--- src/crf_pkg.sv ---
// Shared constants and carriers for the CPU register and flag core
package crf_pkg;
  localparam int DATA_W = 8;
  localparam int ADDR_W = 16;
  localparam logic [15:0] SP_RESET = 16'h00ff;
  localparam logic [7:0] SP_LOW_ONES = 8'hff;
  localparam logic [15:0] VEC_RESET_HI = 16'hfffe;
  localparam logic [15:0] VEC_BREAK_HI = 16'hfffc;
  localparam logic [15:0] VEC_BREAK_MON_HI = 16'hfefc;
  localparam logic [7:0] SWI_OPCODE = 8'h83;
  localparam int FLAG_C = 0;
  localparam int FLAG_Z = 1;
  localparam int FLAG_N = 2;
  localparam int FLAG_I = 3;
  localparam int FLAG_H = 4;
  localparam int FLAG_V = 7;
  localparam logic [7:0] FLAGS_ONES = 8'h60;
  localparam logic [7:0] FLAGS_RESET = 8'h68;
  localparam logic [2:0] REG_ACC = 3'h0;
  localparam logic [2:0] REG_IDX_HI = 3'h1;
  localparam logic [2:0] REG_IDX_LO = 3'h2;
  localparam logic [2:0] REG_SP_HI = 3'h3;
  localparam logic [2:0] REG_SP_LO = 3'h4;
  localparam logic [2:0] REG_PC_HI = 3'h5;
  localparam logic [2:0] REG_PC_LO = 3'h6;
  localparam logic [2:0] REG_FLAGS = 3'h7;
  localparam int STAB_NS = 40960;
  localparam int CLK_PERIOD_NS = 10;
  localparam int STAB_CYCLES = (STAB_NS + CLK_PERIOD_NS - 1) / CLK_PERIOD_NS;

  typedef enum logic [3:0] {
    ALU_NONE, ALU_ADD, ALU_ADC, ALU_SUB, ALU_SBC, ALU_LOGIC, ALU_SHIFT, ALU_LOAD
  } crf_alu_op_t;

  typedef struct packed {
    crf_alu_op_t op;
    logic [7:0] operand;
    logic [7:0] logic_result;
    logic shift_carry;
    logic shift_ovf;
    logic write_acc;
  } crf_alu_req_t;

  typedef struct packed {
    logic push;
    logic pull;
    logic reset_low;
    logic load;
    logic [15:0] value;
  } crf_sp_req_t;

  typedef struct packed {
    logic fetch;
    logic load;
    logic load_vec_hi;
    logic load_vec_lo;
    logic [15:0] value;
  } crf_pc_req_t;
endpackage : crf_pkg

--- src/crf_core.sv ---
// CPU architectural registers, flags, low-power and break entry
//
// The implementer's own choices: the register offsets and the plain strobed port.
`timescale 1ns/1ps
module crf_core
  import crf_pkg::*;
#(
  parameter int STAB_COUNT = STAB_CYCLES
) (
  input wire logic clock,
  input wire logic sys_rst,
  input wire logic clk_en,
  input wire logic [2:0] reg_addr,
  input wire logic [7:0] reg_wdata,
  input wire logic reg_wr,
  input wire logic reg_rd,
  output logic [7:0] reg_rdata,
  input wire crf_pkg::crf_alu_req_t alu_req,
  input wire crf_pkg::crf_sp_req_t sp_req,
  input wire crf_pkg::crf_pc_req_t pc_req,
  input wire logic [7:0] vec_byte,
  input wire logic push_upper_index_instr,
  input wire logic pull_upper_index_instr,
  input wire logic [7:0] pull_data,
  input wire logic clear_mask_instr,
  input wire logic set_mask_instr,
  input wire logic irq_stacked,
  input wire logic return_from_irq_instr,
  input wire logic [7:0] stacked_flags,
  input wire logic wait_instr,
  input wire logic stop_instr,
  input wire logic irq_request,
  input wire logic ext_irq,
  input wire logic break_request,
  input wire logic monitor_mode,
  input wire logic instr_last_cycle,
  output logic irq_accept,
  output logic [7:0] accumulator,
  output logic [15:0] index_pair,
  output logic [15:0] stack_pointer,
  output logic [15:0] program_counter,
  output logic [7:0] condition_flags,
  output logic [15:0] vector_addr,
  output logic [7:0] instr_reg,
  output logic cpu_clk_run,
  output logic break_active
);
  import crf_pkg::*;

  typedef enum {PM_RUN, PM_WAIT, PM_STOP, PM_STAB} crf_pmode_t;

  logic [7:0] acc_reg, acc_next;
  logic [7:0] idx_hi_reg, idx_lo_reg;
  logic [15:0] sp_reg, pc_reg;
  logic [7:0] flags_reg, flags_next;
  crf_pmode_t pmode_reg;
  logic [31:0] stab_cnt_reg;
  logic brk_pending_reg, brk_active_reg;
  logic [7:0] ir_reg;
  logic [15:0] vec_reg;
  logic ext_s1_reg, ext_s2_reg, brk_s1_reg, brk_s2_reg;
  logic [8:0] sum;
  logic [4:0] half;
  logic cin;
  logic [7:0] res;
  logic go;
  logic brk_start;

  assign go = clk_en && (pmode_reg == PM_RUN);

  // External pin and break request are asynchronous to this clock
  always_ff @(posedge clock) begin
    if (sys_rst) begin
      ext_s1_reg <= 1'b0;
      ext_s2_reg <= 1'b0;
      brk_s1_reg <= 1'b0;
      brk_s2_reg <= 1'b0;
    end else if (clk_en) begin
      ext_s1_reg <= ext_irq;
      ext_s2_reg <= ext_s1_reg;
      brk_s1_reg <= break_request;
      brk_s2_reg <= brk_s1_reg;
    end
  end

  // ALU result and flag arithmetic
  always_comb begin
    cin = (alu_req.op == ALU_ADC || alu_req.op == ALU_SBC) ? flags_reg[FLAG_C] : 1'b0;
    sum = 9'h000;
    half = 5'h00;
    res = acc_reg;
    flags_next = flags_reg;
    acc_next = acc_reg;
    case (alu_req.op)
      ALU_ADD, ALU_ADC: begin
        sum = {1'b0, acc_reg} + {1'b0, alu_req.operand} + {8'h00, cin};
        half = {1'b0, acc_reg[3:0]} + {1'b0, alu_req.operand[3:0]} + {4'h0, cin};
        res = sum[7:0];
        flags_next[FLAG_H] = half[4];
        flags_next[FLAG_C] = sum[8];
        flags_next[FLAG_V] = (acc_reg[7] == alu_req.operand[7]) && (res[7] != acc_reg[7]);
      end
      ALU_SUB, ALU_SBC: begin
        sum = {1'b0, acc_reg} - {1'b0, alu_req.operand} - {8'h00, cin};
        res = sum[7:0];
        flags_next[FLAG_C] = sum[8];
        flags_next[FLAG_V] = (acc_reg[7] != alu_req.operand[7]) && (res[7] != acc_reg[7]);
      end
      ALU_LOGIC, ALU_LOAD: begin
        res = (alu_req.op == ALU_LOAD) ? alu_req.operand : alu_req.logic_result;
        flags_next[FLAG_V] = 1'b0;
      end
      ALU_SHIFT: begin
        res = alu_req.logic_result;
        flags_next[FLAG_C] = alu_req.shift_carry;
        flags_next[FLAG_V] = alu_req.shift_ovf;
      end
      default: res = acc_reg;
    endcase
    if (alu_req.op != ALU_NONE) begin
      flags_next[FLAG_N] = res[7];
      flags_next[FLAG_Z] = (res == 8'h00);
      if (alu_req.write_acc) acc_next = res;
    end
  end

  always_ff @(posedge clock) begin
    if (sys_rst) begin
      acc_reg <= 8'h00;
    end else if (go && reg_wr && reg_addr == REG_ACC) begin
      acc_reg <= reg_wdata;
    end else if (go) begin
      acc_reg <= acc_next;
    end
  end

  // Index pair; upper byte only moves by explicit push/pull or writes
  always_ff @(posedge clock) begin
    if (sys_rst) begin
      idx_hi_reg <= 8'h00;
      idx_lo_reg <= 8'h00;
    end else if (go) begin
      if (reg_wr && reg_addr == REG_IDX_HI) idx_hi_reg <= reg_wdata;
      else if (pull_upper_index_instr) idx_hi_reg <= pull_data;
      if (reg_wr && reg_addr == REG_IDX_LO) idx_lo_reg <= reg_wdata;
    end
  end

  always_ff @(posedge clock) begin
    if (sys_rst) begin
      sp_reg <= SP_RESET;
    end else if (go) begin
      if (reg_wr && reg_addr == REG_SP_HI) sp_reg[15:8] <= reg_wdata;
      else if (reg_wr && reg_addr == REG_SP_LO) sp_reg[7:0] <= reg_wdata;
      else if (sp_req.reset_low) sp_reg[7:0] <= SP_LOW_ONES;
      else if (sp_req.load) sp_reg <= sp_req.value;
      else if (sp_req.push || push_upper_index_instr) sp_reg <= sp_reg - 16'h0001;
      else if (sp_req.pull || pull_upper_index_instr) sp_reg <= sp_reg + 16'h0001;
    end
  end

  // Vector high byte then low byte; reset vector fetched after release
  always_ff @(posedge clock) begin
    if (sys_rst) begin
      vec_reg <= VEC_RESET_HI;
      pc_reg <= 16'h0000;
    end else if (clk_en) begin
      // Gated by run mode so a frozen core never moves the vector pointer
      if (go && brk_start) begin
        vec_reg <= monitor_mode ? VEC_BREAK_MON_HI : VEC_BREAK_HI;
      end else if (go && irq_stacked) begin
        vec_reg <= {vec_byte, 8'h00};
      end else if (go && pc_req.load_vec_hi) begin
        // Low vector byte sits one address above the high byte
        vec_reg <= vec_reg + 16'h0001;
      end
      if (go) begin
        if (reg_wr && reg_addr == REG_PC_HI) pc_reg[15:8] <= reg_wdata;
        else if (reg_wr && reg_addr == REG_PC_LO) pc_reg[7:0] <= reg_wdata;
        else if (pc_req.load_vec_hi) pc_reg[15:8] <= vec_byte;
        else if (pc_req.load_vec_lo) pc_reg[7:0] <= vec_byte;
        else if (pc_req.load) pc_reg <= pc_req.value;
        else if (pc_req.fetch) pc_reg <= pc_reg + 16'h0001;
      end
    end
  end

  // Condition flags; mask ordering relative to stacking and vectors
  always_ff @(posedge clock) begin
    if (sys_rst) begin
      flags_reg <= FLAGS_RESET;
    end else if (clk_en) begin
      if (pmode_reg == PM_RUN) begin
        if (reg_wr && reg_addr == REG_FLAGS) begin
          flags_reg <= reg_wdata | FLAGS_ONES;
        end else if (return_from_irq_instr) begin
          flags_reg <= stacked_flags | FLAGS_ONES;
        end else if (wait_instr || stop_instr) begin
          flags_reg <= flags_next & ~(8'h01 << FLAG_I);
        end else if (clear_mask_instr) begin
          flags_reg <= flags_next & ~(8'h01 << FLAG_I);
        end else if (irq_stacked || set_mask_instr || brk_start) begin
          flags_reg <= flags_next | (8'h01 << FLAG_I);
        end else begin
          flags_reg <= flags_next | FLAGS_ONES;
        end
      end
    end
  end

  assign irq_accept = irq_request && !flags_reg[FLAG_I] && pmode_reg == PM_RUN;

  // Low-power modes; interrupts leave the mask clear, reset sets it
  always_ff @(posedge clock) begin
    if (sys_rst) begin
      pmode_reg <= PM_RUN;
      stab_cnt_reg <= 32'h0;
    end else if (clk_en) begin
      case (pmode_reg)
        PM_RUN: begin
          if (wait_instr) pmode_reg <= PM_WAIT;
          else if (stop_instr) pmode_reg <= PM_STOP;
        end
        PM_WAIT: if (irq_request || ext_s2_reg) pmode_reg <= PM_RUN;
        PM_STOP: begin
          if (ext_s2_reg) begin
            pmode_reg <= PM_STAB;
            stab_cnt_reg <= 32'h0;
          end
        end
        PM_STAB: begin
          // Clock held until the oscillator is trusted
          if (stab_cnt_reg >= 32'(STAB_COUNT - 1)) pmode_reg <= PM_RUN;
          else stab_cnt_reg <= stab_cnt_reg + 32'h1;
        end
        default: pmode_reg <= PM_RUN;
      endcase
    end
  end

  assign brk_start = brk_pending_reg && instr_last_cycle && !brk_active_reg;

  // Break starts at an instruction boundary; a synchronised match is held pending until a later last cycle
  always_ff @(posedge clock) begin
    if (sys_rst) begin
      brk_pending_reg <= 1'b0;
      brk_active_reg <= 1'b0;
      ir_reg <= 8'h00;
    end else if (go) begin
      if (brk_start) begin
        brk_pending_reg <= 1'b0;
        brk_active_reg <= 1'b1;
        ir_reg <= SWI_OPCODE;
      end else if (brk_s2_reg && !brk_active_reg) begin
        brk_pending_reg <= 1'b1;
      end
      if (brk_active_reg && return_from_irq_instr && !brk_s2_reg) begin
        brk_active_reg <= 1'b0;
      end
    end
  end

  always_ff @(posedge clock) begin
    if (sys_rst) begin
      reg_rdata <= 8'h00;
    end else if (clk_en && reg_rd) begin
      case (reg_addr)
        REG_ACC: reg_rdata <= acc_reg;
        REG_IDX_HI: reg_rdata <= idx_hi_reg;
        REG_IDX_LO: reg_rdata <= idx_lo_reg;
        REG_SP_HI: reg_rdata <= sp_reg[15:8];
        REG_SP_LO: reg_rdata <= sp_reg[7:0];
        REG_PC_HI: reg_rdata <= pc_reg[15:8];
        REG_PC_LO: reg_rdata <= pc_reg[7:0];
        REG_FLAGS: reg_rdata <= flags_reg | FLAGS_ONES;
        default: reg_rdata <= 8'h00;
      endcase
    end
  end

  assign accumulator = acc_reg;
  assign index_pair = {idx_hi_reg, idx_lo_reg};
  assign stack_pointer = sp_reg;
  assign program_counter = pc_reg;
  assign condition_flags = flags_reg | FLAGS_ONES;
  assign vector_addr = vec_reg;
  assign instr_reg = ir_reg;
  assign cpu_clk_run = (pmode_reg == PM_RUN);
  assign break_active = brk_active_reg;

  chk_sp_reset: assert property (@(posedge clock) sys_rst |=> sp_reg == SP_RESET)
    else $error("stack pointer not reset");
  chk_sp_rsp_low: assert property (@(posedge clock) disable iff (sys_rst)
    go && sp_req.reset_low && !reg_wr |=> sp_reg[7:0] == SP_LOW_ONES
      && sp_reg[15:8] == $past(sp_reg[15:8]))
    else $error("reset-stack wrong");
  chk_sp_push_dec: assert property (@(posedge clock) disable iff (sys_rst)
    go && sp_req.push && !sp_req.reset_low && !sp_req.load && !reg_wr
      |=> sp_reg == $past(sp_reg) - 16'h0001)
    else $error("push did not decrement");
  chk_flags_ones: assert property (@(posedge clock) disable iff (sys_rst)
    flags_reg[6:5] == 2'b11)
    else $error("flag ones lost");
  chk_mask_reset: assert property (@(posedge clock) sys_rst |=> flags_reg[FLAG_I])
    else $error("mask clear after reset");
  chk_irq_blocked: assert property (@(posedge clock) flags_reg[FLAG_I] |-> !irq_accept)
    else $error("masked request accepted");
  chk_wait_mask: assert property (@(posedge clock) disable iff (sys_rst)
    go && wait_instr && !reg_wr && !return_from_irq_instr
      |=> !flags_reg[FLAG_I] && !cpu_clk_run)
    else $error("wait entry wrong");
  chk_zero_flag: assert property (@(posedge clock) disable iff (sys_rst)
    go && alu_req.op == ALU_LOAD && !reg_wr && !return_from_irq_instr
      |=> flags_reg[FLAG_Z] == ($past(alu_req.operand) == 8'h00))
    else $error("zero flag wrong");
  chk_break_swi: assert property (@(posedge clock) disable iff (sys_rst)
    go && brk_start |=> ir_reg == SWI_OPCODE && brk_active_reg)
    else $error("break entry wrong");
  chk_stab_hold: assert property (@(posedge clock) disable iff (sys_rst)
    pmode_reg == PM_STOP && clk_en && ext_s2_reg |=> !cpu_clk_run [*2])
    else $error("clock restarted early");
  chk_sp_pull_inc: assert property (@(posedge clock) disable iff (sys_rst)
    go && sp_req.pull && !sp_req.push && !push_upper_index_instr && !sp_req.reset_low
      && !sp_req.load && !reg_wr |=> sp_reg == $past(sp_reg) + 16'h0001)
    else $error("pull did not increment");
  chk_pc_fetch_inc: assert property (@(posedge clock) disable iff (sys_rst)
    go && pc_req.fetch && !pc_req.load && !pc_req.load_vec_hi && !pc_req.load_vec_lo
      && !reg_wr |=> pc_reg == $past(pc_reg) + 16'h0001)
    else $error("fetch did not advance");
  chk_vec_reset: assert property (@(posedge clock)
    sys_rst |=> vec_reg == VEC_RESET_HI)
    else $error("vector pointer not reset");
  chk_irq_mask_set: assert property (@(posedge clock) disable iff (sys_rst)
    go && irq_stacked && !reg_wr && !return_from_irq_instr && !wait_instr && !stop_instr
      && !clear_mask_instr |=> flags_reg[FLAG_I])
    else $error("mask not set on entry");
  chk_upper_idx_hold: assert property (@(posedge clock) disable iff (sys_rst)
    go && irq_stacked && !pull_upper_index_instr && !reg_wr
      |=> idx_hi_reg == $past(idx_hi_reg))
    else $error("upper index moved on entry");
  chk_rti_restore: assert property (@(posedge clock) disable iff (sys_rst)
    go && return_from_irq_instr && !reg_wr
      |=> flags_reg == ($past(stacked_flags) | FLAGS_ONES))
    else $error("return did not restore flags");
  chk_stop_mask: assert property (@(posedge clock) disable iff (sys_rst)
    go && stop_instr && !wait_instr && !reg_wr && !return_from_irq_instr
      |=> !flags_reg[FLAG_I] && !cpu_clk_run)
    else $error("stop entry wrong");
  chk_break_exit: assert property (@(posedge clock) disable iff (sys_rst)
    go && brk_active_reg && return_from_irq_instr && !brk_s2_reg |=> !brk_active_reg)
    else $error("break did not end");
  cov_vec_fetch: cover property (@(posedge clock) go && pc_req.load_vec_lo);
  cov_break: cover property (@(posedge clock) brk_start);
  cov_wait_exit: cover property (@(posedge clock) pmode_reg == PM_WAIT ##1 pmode_reg == PM_RUN);
  cov_stop_exit: cover property (@(posedge clock) pmode_reg == PM_STAB ##1 pmode_reg == PM_RUN);
  cov_irq: cover property (@(posedge clock) irq_accept);
endmodule : crf_core

--- config.mk ---
export PLATFORM = sky130hd
export DESIGN_NAME = crf_core
export DESIGN_NICKNAME = d
export VERILOG_FILES = /design/src/crf_pkg.sv /design/src/crf_core.sv
export SDC_FILE = /design/constraint.sdc
export NUM_CORES = 1
export LEC_CHECK = 0
export BUFFER_PORTS_ARGS = -buffer_cell sky130_fd_sc_hd__buf_2
export CAP_MARGIN = 20
export CELL_PAD_IN_SITES_DETAIL_PLACEMENT = 0
export CELL_PAD_IN_SITES_GLOBAL_PLACEMENT = 2
export CORE_MARGIN = 4
export CORE_UTILIZATION = 28
export DETAILED_ROUTE_END_ITERATION = 12
export GPL_TIMING_DRIVEN = 0
export PLACE_DENSITY_LB_ADDON = 0.2
export SLEW_MARGIN = 20
export SYNTH_ARGS = -nofsm -noshare
export SYNTH_HDL_FRONTEND = slang
export SYNTH_SLANG_ARGS = --single-unit
--- constraint.sdc ---
create_clock -name clock -period 3.8 [get_ports clock]
set_input_delay 0 -clock clock [delete_from_list [all_inputs] [get_ports clock]]
set_output_delay 0 -clock clock [all_outputs]
set_load 0.01 [all_outputs]
# Yosys cells after proc, flatten, opt, wreduce, memory -nomap -nowiden
# Index checks and enable logic that the tools add are counted.
word_totals:
  reg_bits: 157
  wordCells: 187
  in_bits: 116
op_classes:
  bitwise: 2
  eq_ne: 31
  mux: 53
  add_sub_neg: 11
  reduce_logical: 69
  order_cmp: 1
op_table:
  columns: ["operator", "count"]
  rows:
  - ["$mux W32", 7]
  - ["$mux W8", 21]
  - ["$mux W16", 8]
  - ["$pmux W32 S4", 1]
  - ["$eq A32 B2 Y1 const B", 2]
  - ["$logic_not A32 Y1", 2]
  - ["$pmux W32 S2", 1]
  - ["$pmux W8 S8", 1]
  - ["$add A16 B1 Y16 const B", 3]
  - ["$add A32 B1 Y32 const B", 1]
  - ["$eq A32 B1 Y1 const B", 1]
  - ["$ge A32 B12 Y1 const B", 1]
  - ["$pmux W8 S4", 1]
  - ["$logic_and A1 B1 Y1", 23]
  - ["$mux W7", 3]
  - ["$eq A4 B3 Y1 const B", 4]
  - ["$reduce_bool A4 Y1", 4]
  - ["$sub A16 B1 Y16 const B", 1]
  - ["$reduce_and A5 Y1", 3]
  - ["$reduce_and A2 Y1", 7]
  - ["$reduce_bool A2 Y1", 7]
  - ["$eq A3 B3 Y1 const B", 4]
  - ["$ne A2 B2 Y1 const B", 6]
  - ["$reduce_bool A5 Y1", 2]
  - ["29 further kinds", 53]

# Longest topological paths before layout
# Gate-level depths: netlist of run 1.
logic_depth:
  word_depth: 12
  mapped_depth: 15

# Worst setup path after synthesis of run 1
# Ideal clock, no wire load.
synth_timing:
  path_kind: "input to register"
  start: "input alu_req[20] in the netlist's numbering"
  end: "register flags_reg[1]"
  stages: 13
  n_path_buf: 2
  required_time_ns: 3.731
  arrival_ns: 3.482
  setup_slack_ns: 0.249
  path_cell_list: "buf_2 -> buf_1 -> xnor2_1 -> or4_1 -> fa_1 -> fa_1 -> nand2b_1 -> a2111o_1 -> o311a_1 -> xor2_1 -> a221o_1 -> or3_1 -> o21ai_1"
synth_via:
  elab_chain_len: 12
  elab_cells_between_ends: 24
synth_rtl:
  columns: ["element", "line_no", "text"]
  rows:
  - ["from (decl)", "crf_core.sv:18", "input wire crf_pkg::crf_alu_req_t alu_req,"]
  - ["$eq A4 B2 Y1 / $eq A4 B3 Y1 (equally long branches)", "crf_core.sv:88, crf_core.sv:94", null]
  - ["$logic_or A1 B1 Y1", "crf_core.sv:88", "cin = (alu_req.op == ALU_ADC || alu_req.op == ALU_SBC) ? flags_reg[FLAG_C] : 1'b0;"]
  - ["$mux W1", "crf_core.sv:88", null]
  - ["$sub A9 B1 Y9 / $add A9 B1 Y9 (equally long branches)", "crf_core.sv:104, crf_core.sv:96", null]
  - ["$pmux W8 S4", "crf_core.sv:94", "case (alu_req.op)"]
  - ["$logic_not A8 Y1", "crf_core.sv:122", "flags_next[FLAG_Z] = (res == 8'h00);"]
  - ["$mux W2 *", "crf_core.sv:120", "if (alu_req.op != ALU_NONE) begin"]
  - ["$mux W7", "crf_core.sv:202", "end else if (irq_stacked || set_mask_instr || brk_start) begin"]
  - ["$mux W7", "crf_core.sv:200", "end else if (clear_mask_instr) begin"]
  - ["$mux W7 *", "crf_core.sv:198", "end else if (wait_instr || stop_instr) begin"]
  - ["$mux W8 *", "crf_core.sv:196", "end else if (return_from_irq_instr) begin"]
  - ["$mux W8 *", "crf_core.sv:194", "if (reg_wr && reg_addr == REG_FLAGS) begin"]
  - ["to (signal assigned)", "crf_core.sv:195", "flags_reg <= reg_wdata | FLAGS_ONES;"]
  - ["to (signal assigned)", "crf_core.sv:197", "flags_reg <= stacked_flags | FLAGS_ONES;"]
  - ["to (signal assigned)", "crf_core.sv:199", "flags_reg <= flags_next & ~(8'h01 << FLAG_I);"]
  - ["to (decl)", "crf_core.sv:55", "logic [7:0] flags_reg, flags_next;"]
# Every way passes the cells marked *; elsewhere a longest branch is shown, timed or not. The select of a mux whose other input is x is not followed.
# A chain may end at the register's enable or synchronous reset.

# Worst setup path in the final report of run 1
layout_timing:
  start: "register flags_reg[0]"
  end: "register flags_reg[1]"
layout_via:
  elab_chain_len: 10
  elab_cells_between_ends: 11
layout_rtl:
  columns: ["element", "line_no"]
  rows:
  - ["$mux W1 *", "crf_core.sv:88"]
  - ["$sub A9 B1 Y9 / $add A9 B1 Y9 (equally long branches)", "crf_core.sv:104, crf_core.sv:96"]
  - ["$pmux W8 S4 *", "crf_core.sv:94"]
  - ["$logic_not A8 Y1 *", "crf_core.sv:122"]
  - ["$mux W2 *", "crf_core.sv:120"]
  - ["$mux W7", "crf_core.sv:202"]
  - ["$mux W7", "crf_core.sv:200"]
  - ["$mux W7 *", "crf_core.sv:198"]
  - ["$mux W8 *", "crf_core.sv:196"]
  - ["$mux W8 *", "crf_core.sv:194"]
# Marks and branches as above.

==> flow_summary.toml, run 1 <==
[die]
start_util_pct = 28.3
rows = 66
die_h_um = 189
die_x_um = 189
core_sq_um = 32500
io_pins = 215
die_area_sq_um = 35700

[yosys]
ys_ff_latch = 127
netlist_area_sq_um = 9180
ys_types = 77
ys_top_cells_by_area = "dfxtp_1, nor2_1, a21oi_1, ha_1, mux2i_1"
yosysMostFrequentCell = "nor2_1"
synth_enable_flop_cells = 0
yosysTopAreaCellShare_pct = 27.7
synthArstFlopShare_pct = 0
synthCells = 1214
synth_area_per_cell_sq_um = 7.56
synth_area_leader_cell = "dfxtp_1"
synth_common_cells = "nor2_1, dfxtp_1, nand2_1"
yosysSeqAreaShare_pct = 27.7
ys.flop_type = "dfxtp_1"
yosys_warnings = 0

[route]
dr_total_vias = 10030
wl_per_cell_um = 21.0
drt_wl_total_um = 40100
first_iter_violations = 746
detail-route-antenna-nets = 0
drt_first_pass_iters = 6
drt_drc_violations_left = 0
via_per_inst = 5.24

[worst_setup_path]
crit_path_start = "flags_reg[0]"
cpPeakStageDelay_ns = 0.58
path_delay_family = "simple AND/OR/NAND/NOR gates"
cp_slowest_cell = "or4_4"
r2r_slack_ns = 0.17
worst_ep_required_time_ns = 4.15
path_cells = "inv_1 -> or4_4 -> fa_2 -> fa_1 -> nand2b_1 -> a2111o_1 -> o311a_1 -> xor2_1 -> a221o_1 -> or3_1 -> o21ai_1"
critical_path_arrival_ns = 3.99
cp-start-kind = "flop"
crit_type = "reg2reg"
cp-end-kind = "flop"
worst-path-buf-inv = 1
cp_max_fo = 3
r2r_start = "flags_reg[0]"

[placed_design]
routabilityCongestion = 0.869
dp.cells = 1856
io_buffers = 195
hpwlAfterDp_um = 31300

[pwr]
power_per_cell_area_nw_per_um2 = 383
total_power_mw = 4.44
ir_drop_mv = 0.308
p_leak_nw = 4.90

[layout]
synthToLayoutAreaGrowth_pct = 26.3
final_util_pct = 35.7
largest_register_ffs = 32
nets = 1617
nFillCells = 3525
finalNonFillerCells = 1914
drive_gt1_share_pct = 18.2

[clock_tree]
cts.sinks = 127
cts_tree = "done"
cts_buffers = 17
postCtsSetupBuffers = 0
root_buffer = "clkbuf_16"
cts_htree_levels = 4
clockBufferDepth = 2
clk_pin_slew_worst_paths_ns = 0.06
clkLatencyLatePin_ns = 0.43

[grt]
grt_pass1_vias = 9715
grt_usage_pct = 21.8
antenna_found_initial = 2
grt-ovfl-total = 0
grt_pass1_wl_um = 60100
grt_max_degree = 19

[sta]
layout_worst_path_cycle_share_pct = 95.6
fin_crit_ns = 3.63
finClkSkew_ns = 0.0163
drv_slew = 0
relSlewSlack_pct = 29.9
worst_pin_slew_ns = 1.05
final_hold_viol_count = 0
rsz0062_at_grt = "false"
finalSetupViolCount = 0
fmax_ghz = 0.275

[hold_path]
hp-start = "pc_req[13]"
hold_class = "in2reg"

[status]
status = "completed"

[job]
cap_violations = 0
-- stage by stage --
| stage | cell area [sq um] | TNS (ns) | worst slack [ns] | hold WS (ns) |
|---|---|---|---|---|
| 6_report | 11600 | 0 | 0.167 | 0.0108 |
| 5_1_grt | 11600 | 0 | 0.00847 | 0.0216 |
| 4_1_cts | 11600 | 0 | 0.0239 | 0.00141 |
| 3_5_place_dp | 10700 | -1.28 | -0.339 | 0.249 |
| 3_3_place_gp | 10700 | -1.32 | -0.322 | 0.243 |
| 2_1_floorplan | 9200 | 0 | 0.249 | 0.130 |
-- cells by family after synthesis --
family	after synthesis	share of synthesized area, %
multiplexers	62	7.23
AO/OA/AOI/OAI	349	24.5
XOR/XNOR	48	4.58
adder cells (fa/ha/maj)	44	6.38
AND/OR/NAND/NOR	457	23.9
flip-flops	127	27.7
buffers and inverters	125	5.60
other	2	0.0818
-- power by group --
part	total, mW	internal, mW	switching [mW]
logic	1.25	0.504	0.746
registers	1.54	1.41	0.130
clock network	1.65	0.882	0.773
-- what timing repair did --
item | 4_1_cts | 5_1_grt
gates resized for setup | 1 | 5
endpoints found under the hold margin | 27 | 0
pin swaps | 0 | 0
endpoints found under the setup margin | 1 | 5
hold buffers | 25 | 0
cloned | 0 | 0
-- layer usage --
metal	wire length, um	GRT usage, %	vias to the layer above
li1	-	-	4921
met4	752	5.30	2
met3	2550	3.41	43
met5	13	0	-
met2	17900	34.4	334
met1	18900	31.4	4730
-- cell usage in the layout, fill, tap and decap left out, drive strengths merged, types with 10 or more instances in the layout --
cell type and instances:
nand4 16, a22oi 11, ha 38, nand2 108, dfxtp 127, xor2 14
o22ai 17, a31oi 10, xnor2 34, nor4 11, clkbuf 78, nand2b 12
buf 214, dlygate4sd3 25, and4 10, nor2 151, mux2i 46, mux2 14
o21ai 71, nand3 30, and2 18, inv 52, a21oi 100, nor3 39
o211ai 31, a211oi 26, a211o 13, and3 17
-- final timing paths --
check / cells after the start / endpoint
worst max register to register: 11 / flags_reg[1]
worst max-delay path: 11 / flags_reg[1]
worst min register to register: 2 / reg_rdata[5]
worst min-delay path: 5 / program_counter[13]
-- final cells by class --
type / count / area (sq um) / area share, %
well taps: 442 / 553 / 4.77
multi-input cells: 967 / 6160 / 53.2
repair buffers: 220 / 1230 / 10.6
clock inverters: 15 / 165 / 1.42
flip-flops and latches: 127 / 2540 / 21.9
plain buffers: 80 / 345 / 2.98
diodes: 1 / 2.50 / 0.0216
clock buffers: 17 / 425 / 3.67
inverters: 45 / 169 / 1.46
-- worst reg2reg max path, delay by kind of cell (launching register included) --
kind	cells	cell delay, ns
compound gates	4	1.04
xor+xnor	1	0.16
flops	1	0.34
buf+inv	1	0.11
fa+ha+maj	2	0.78
simple gates	3	1.14
Note: power is estimated with default switching activity, not from simulation.
==> inputs of run 2 (changes only) <==
--- a/config.mk
+++ b/config.mk
@@ -9,7 +9,6 @@
 export CAP_MARGIN = 20
 export CELL_PAD_IN_SITES_DETAIL_PLACEMENT = 0
 export CELL_PAD_IN_SITES_GLOBAL_PLACEMENT = 2
-export CORE_MARGIN = 4
 export CORE_UTILIZATION = 28
 export DETAILED_ROUTE_END_ITERATION = 12
 export GPL_TIMING_DRIVEN = 0
==> flow_summary.toml, run 2 (synthesis results as in run 1) <==
[worst_setup_path]
cp-start-kind = "flop"
crit_type = "reg2reg"
worst_ep_required_time_ns = 4.15
worst-path-buf-inv = 1
cp-end-kind = "flop"
cpPeakStageDelay_ns = 0.58
path_delay_family = "simple AND/OR/NAND/NOR gates"
cp_max_fo = 3
cp_slowest_cell = "or4_4"
critical_path_arrival_ns = 4.07
crit_top_cell = "fa_1"
path_cells = "inv_1 -> or4_4 -> fa_1 -> fa_1 -> nand2b_1 -> a2111o_1 -> o311a_1 -> xor2_1 -> a221o_1 -> or3_1 -> o21ai_1"

[pwr]
switching_share_pct = 36.9
power_frac_seq_pct = 34.7
power_per_cell_area_nw_per_um2 = 381
total_power_mw = 4.42
switchingPower_mw = 1.63
combPwrFrac_pct = 28.1
p_int_mw = 2.79
clkPwrFrac_pct = 37.3
ir_drop_mv = 0.325
p_leak_nw = 4.91

[clock_tree]
clk_pin_slew_worst_paths_ns = 0.07
clkLatencyLatePin_ns = 0.43
cts_htree_levels = 4
cts.sinks = 127
cts_tree = "done"
root_buffer = "clkbuf_16"
clockBufferDepth = 2
cts_buffers = 17

[route]
drt_drc_violations_left = 0
wl_per_cell_um = 20.6
drt_wl_total_um = 39200
first_iter_violations = 789
drt_first_pass_iters = 5
detail-route-antenna-nets = 0
via_per_inst = 5.24
dr_total_vias = 9994

[sta]
relSlewSlack_pct = 33.3
fin_ws_ns = 0.0888
layout_worst_path_cycle_share_pct = 97.7
fmax_ghz = 0.269
fin_crit_ns = 3.71
worst_pin_slew_ns = 0.996
final_hold_viol_count = 0
drv_slew = 0
finalSetupViolCount = 0
finClkSkew_ns = 0.0148

[layout]
diodes = 0
nFillCells = 3485
layout_common_cells = "buf_2, nor2_1, dfxtp_1, nand2_1, a21oi_1"
final_area_sq_um = 11600
largest_register_ffs = 32
nets = 1619
synthToLayoutAreaGrowth_pct = 26.4
finalNonFillerCells = 1908
drive_gt1_share_pct = 18.1
mostFrequentLayoutCell = "buf_2"

[placed_design]
dp.cells = 1849
hpwlAfterDp_um = 30600
io_buffers = 195
post-place-ws_ns = -0.418
place_area_sq_um = 10700
routabilityCongestion = 0.896

[die]
start_util_pct = 28.8
rows = 65
die_x_um = 183
core_sq_um = 31900
die_h_um = 183
io_pins = 215
die_area_sq_um = 33500

[grt]
grt_pass1_vias = 9478
grt_pass1_wl_um = 58300
grt_max_degree = 20
grt_usage_pct = 23.2
grt-ovfl-total = 0
antenna_found_initial = 2

[hold_path]
hold_class = "in2reg"

[job]
cap_violations = 0

[status]
status = "completed"
-- run 2: cell type report --
class                           instances  area (sq um)  area share [%]
Clock inverter                         15           160            1.38
Sequential cell                       127          2540            21.9
Clock buffer                           17           425            3.67
Inverter                               45           169            1.46
Tap cell                              435           544            4.69
Multi-Input combinational cell        967          6160            53.1
Timing Repair Buffer                  223          1260            10.8
Buffer                                 79           342            2.95
-- run 2: worst register-to-register path, cell delays in order (launching register included) --
cell and delay (ns):
dfxtp_1 0.34, inv_1 0.11, or4_4 0.58, fa_1 0.43
fa_1 0.42, nand2b_1 0.18, a2111o_1 0.40, o311a_1 0.14
xor2_1 0.15, a221o_1 0.38, or3_1 0.39, o21ai_1 0.12
-- run 2: power by group through the flow --
stage	Clock, mW	Sequential, mW	Combinational, mW
after floorplan	0	1.54	0.770
after global placement	0	1.56	1.21
after detailed placement	0	1.56	1.20
after CTS	1.68	1.53	1.23
after global routing	1.74	1.54	1.37
final	1.65	1.53	1.24
-- run 2: metal layers --
layer  GRT usage, %  wire (um)  part of all wire [%]  vias up
met5              0         24                 0.061        -
met4           5.87        592                   1.5        4
met3           3.38       2010                   5.1       32
met2           36.2      17500                    45      299
met1           33.1      19100                    49     4748
li1               -          -                     -     4911
-- run 2: timing repair --
action,CTS,global route
resized for setup,1,3
endpoints found under the setup margin,1,2
hold buffers,28,0
endpoints found under the hold margin,32,0
buffers inserted,0,0
pin swaps,0,0
-- run 2: path summary, 6_finish.rpt --
path	start	end	slack, ns	cells after the start
worst max-delay path	flags_reg[0]	flags_reg[1]	0.09	11
worst min-delay path	pc_req[13]	program_counter[13]	0.006	5
worst max register to register	flags_reg[0]	flags_reg[1]	0.09	11
worst min register to register	reg_rdata[5]	reg_rdata[5]	0.46	2
-- run 2: stage by stage --
| stage | utilization (%) | hold slack [ns] | TNS (ns) |
|---|---|---|---|
| floorplan | - | 0.130 | 0 |
| global placement | 33.6 | 0.239 | -1.62 |
| detailed placement | 33.6 | 0.245 | -1.65 |
| CTS | 36.3 | 0.00639 | 0 |
| global route | 36.4 | 0.0255 | -0.00712 |
| finish | 36.4 | 0.00565 | 0 |
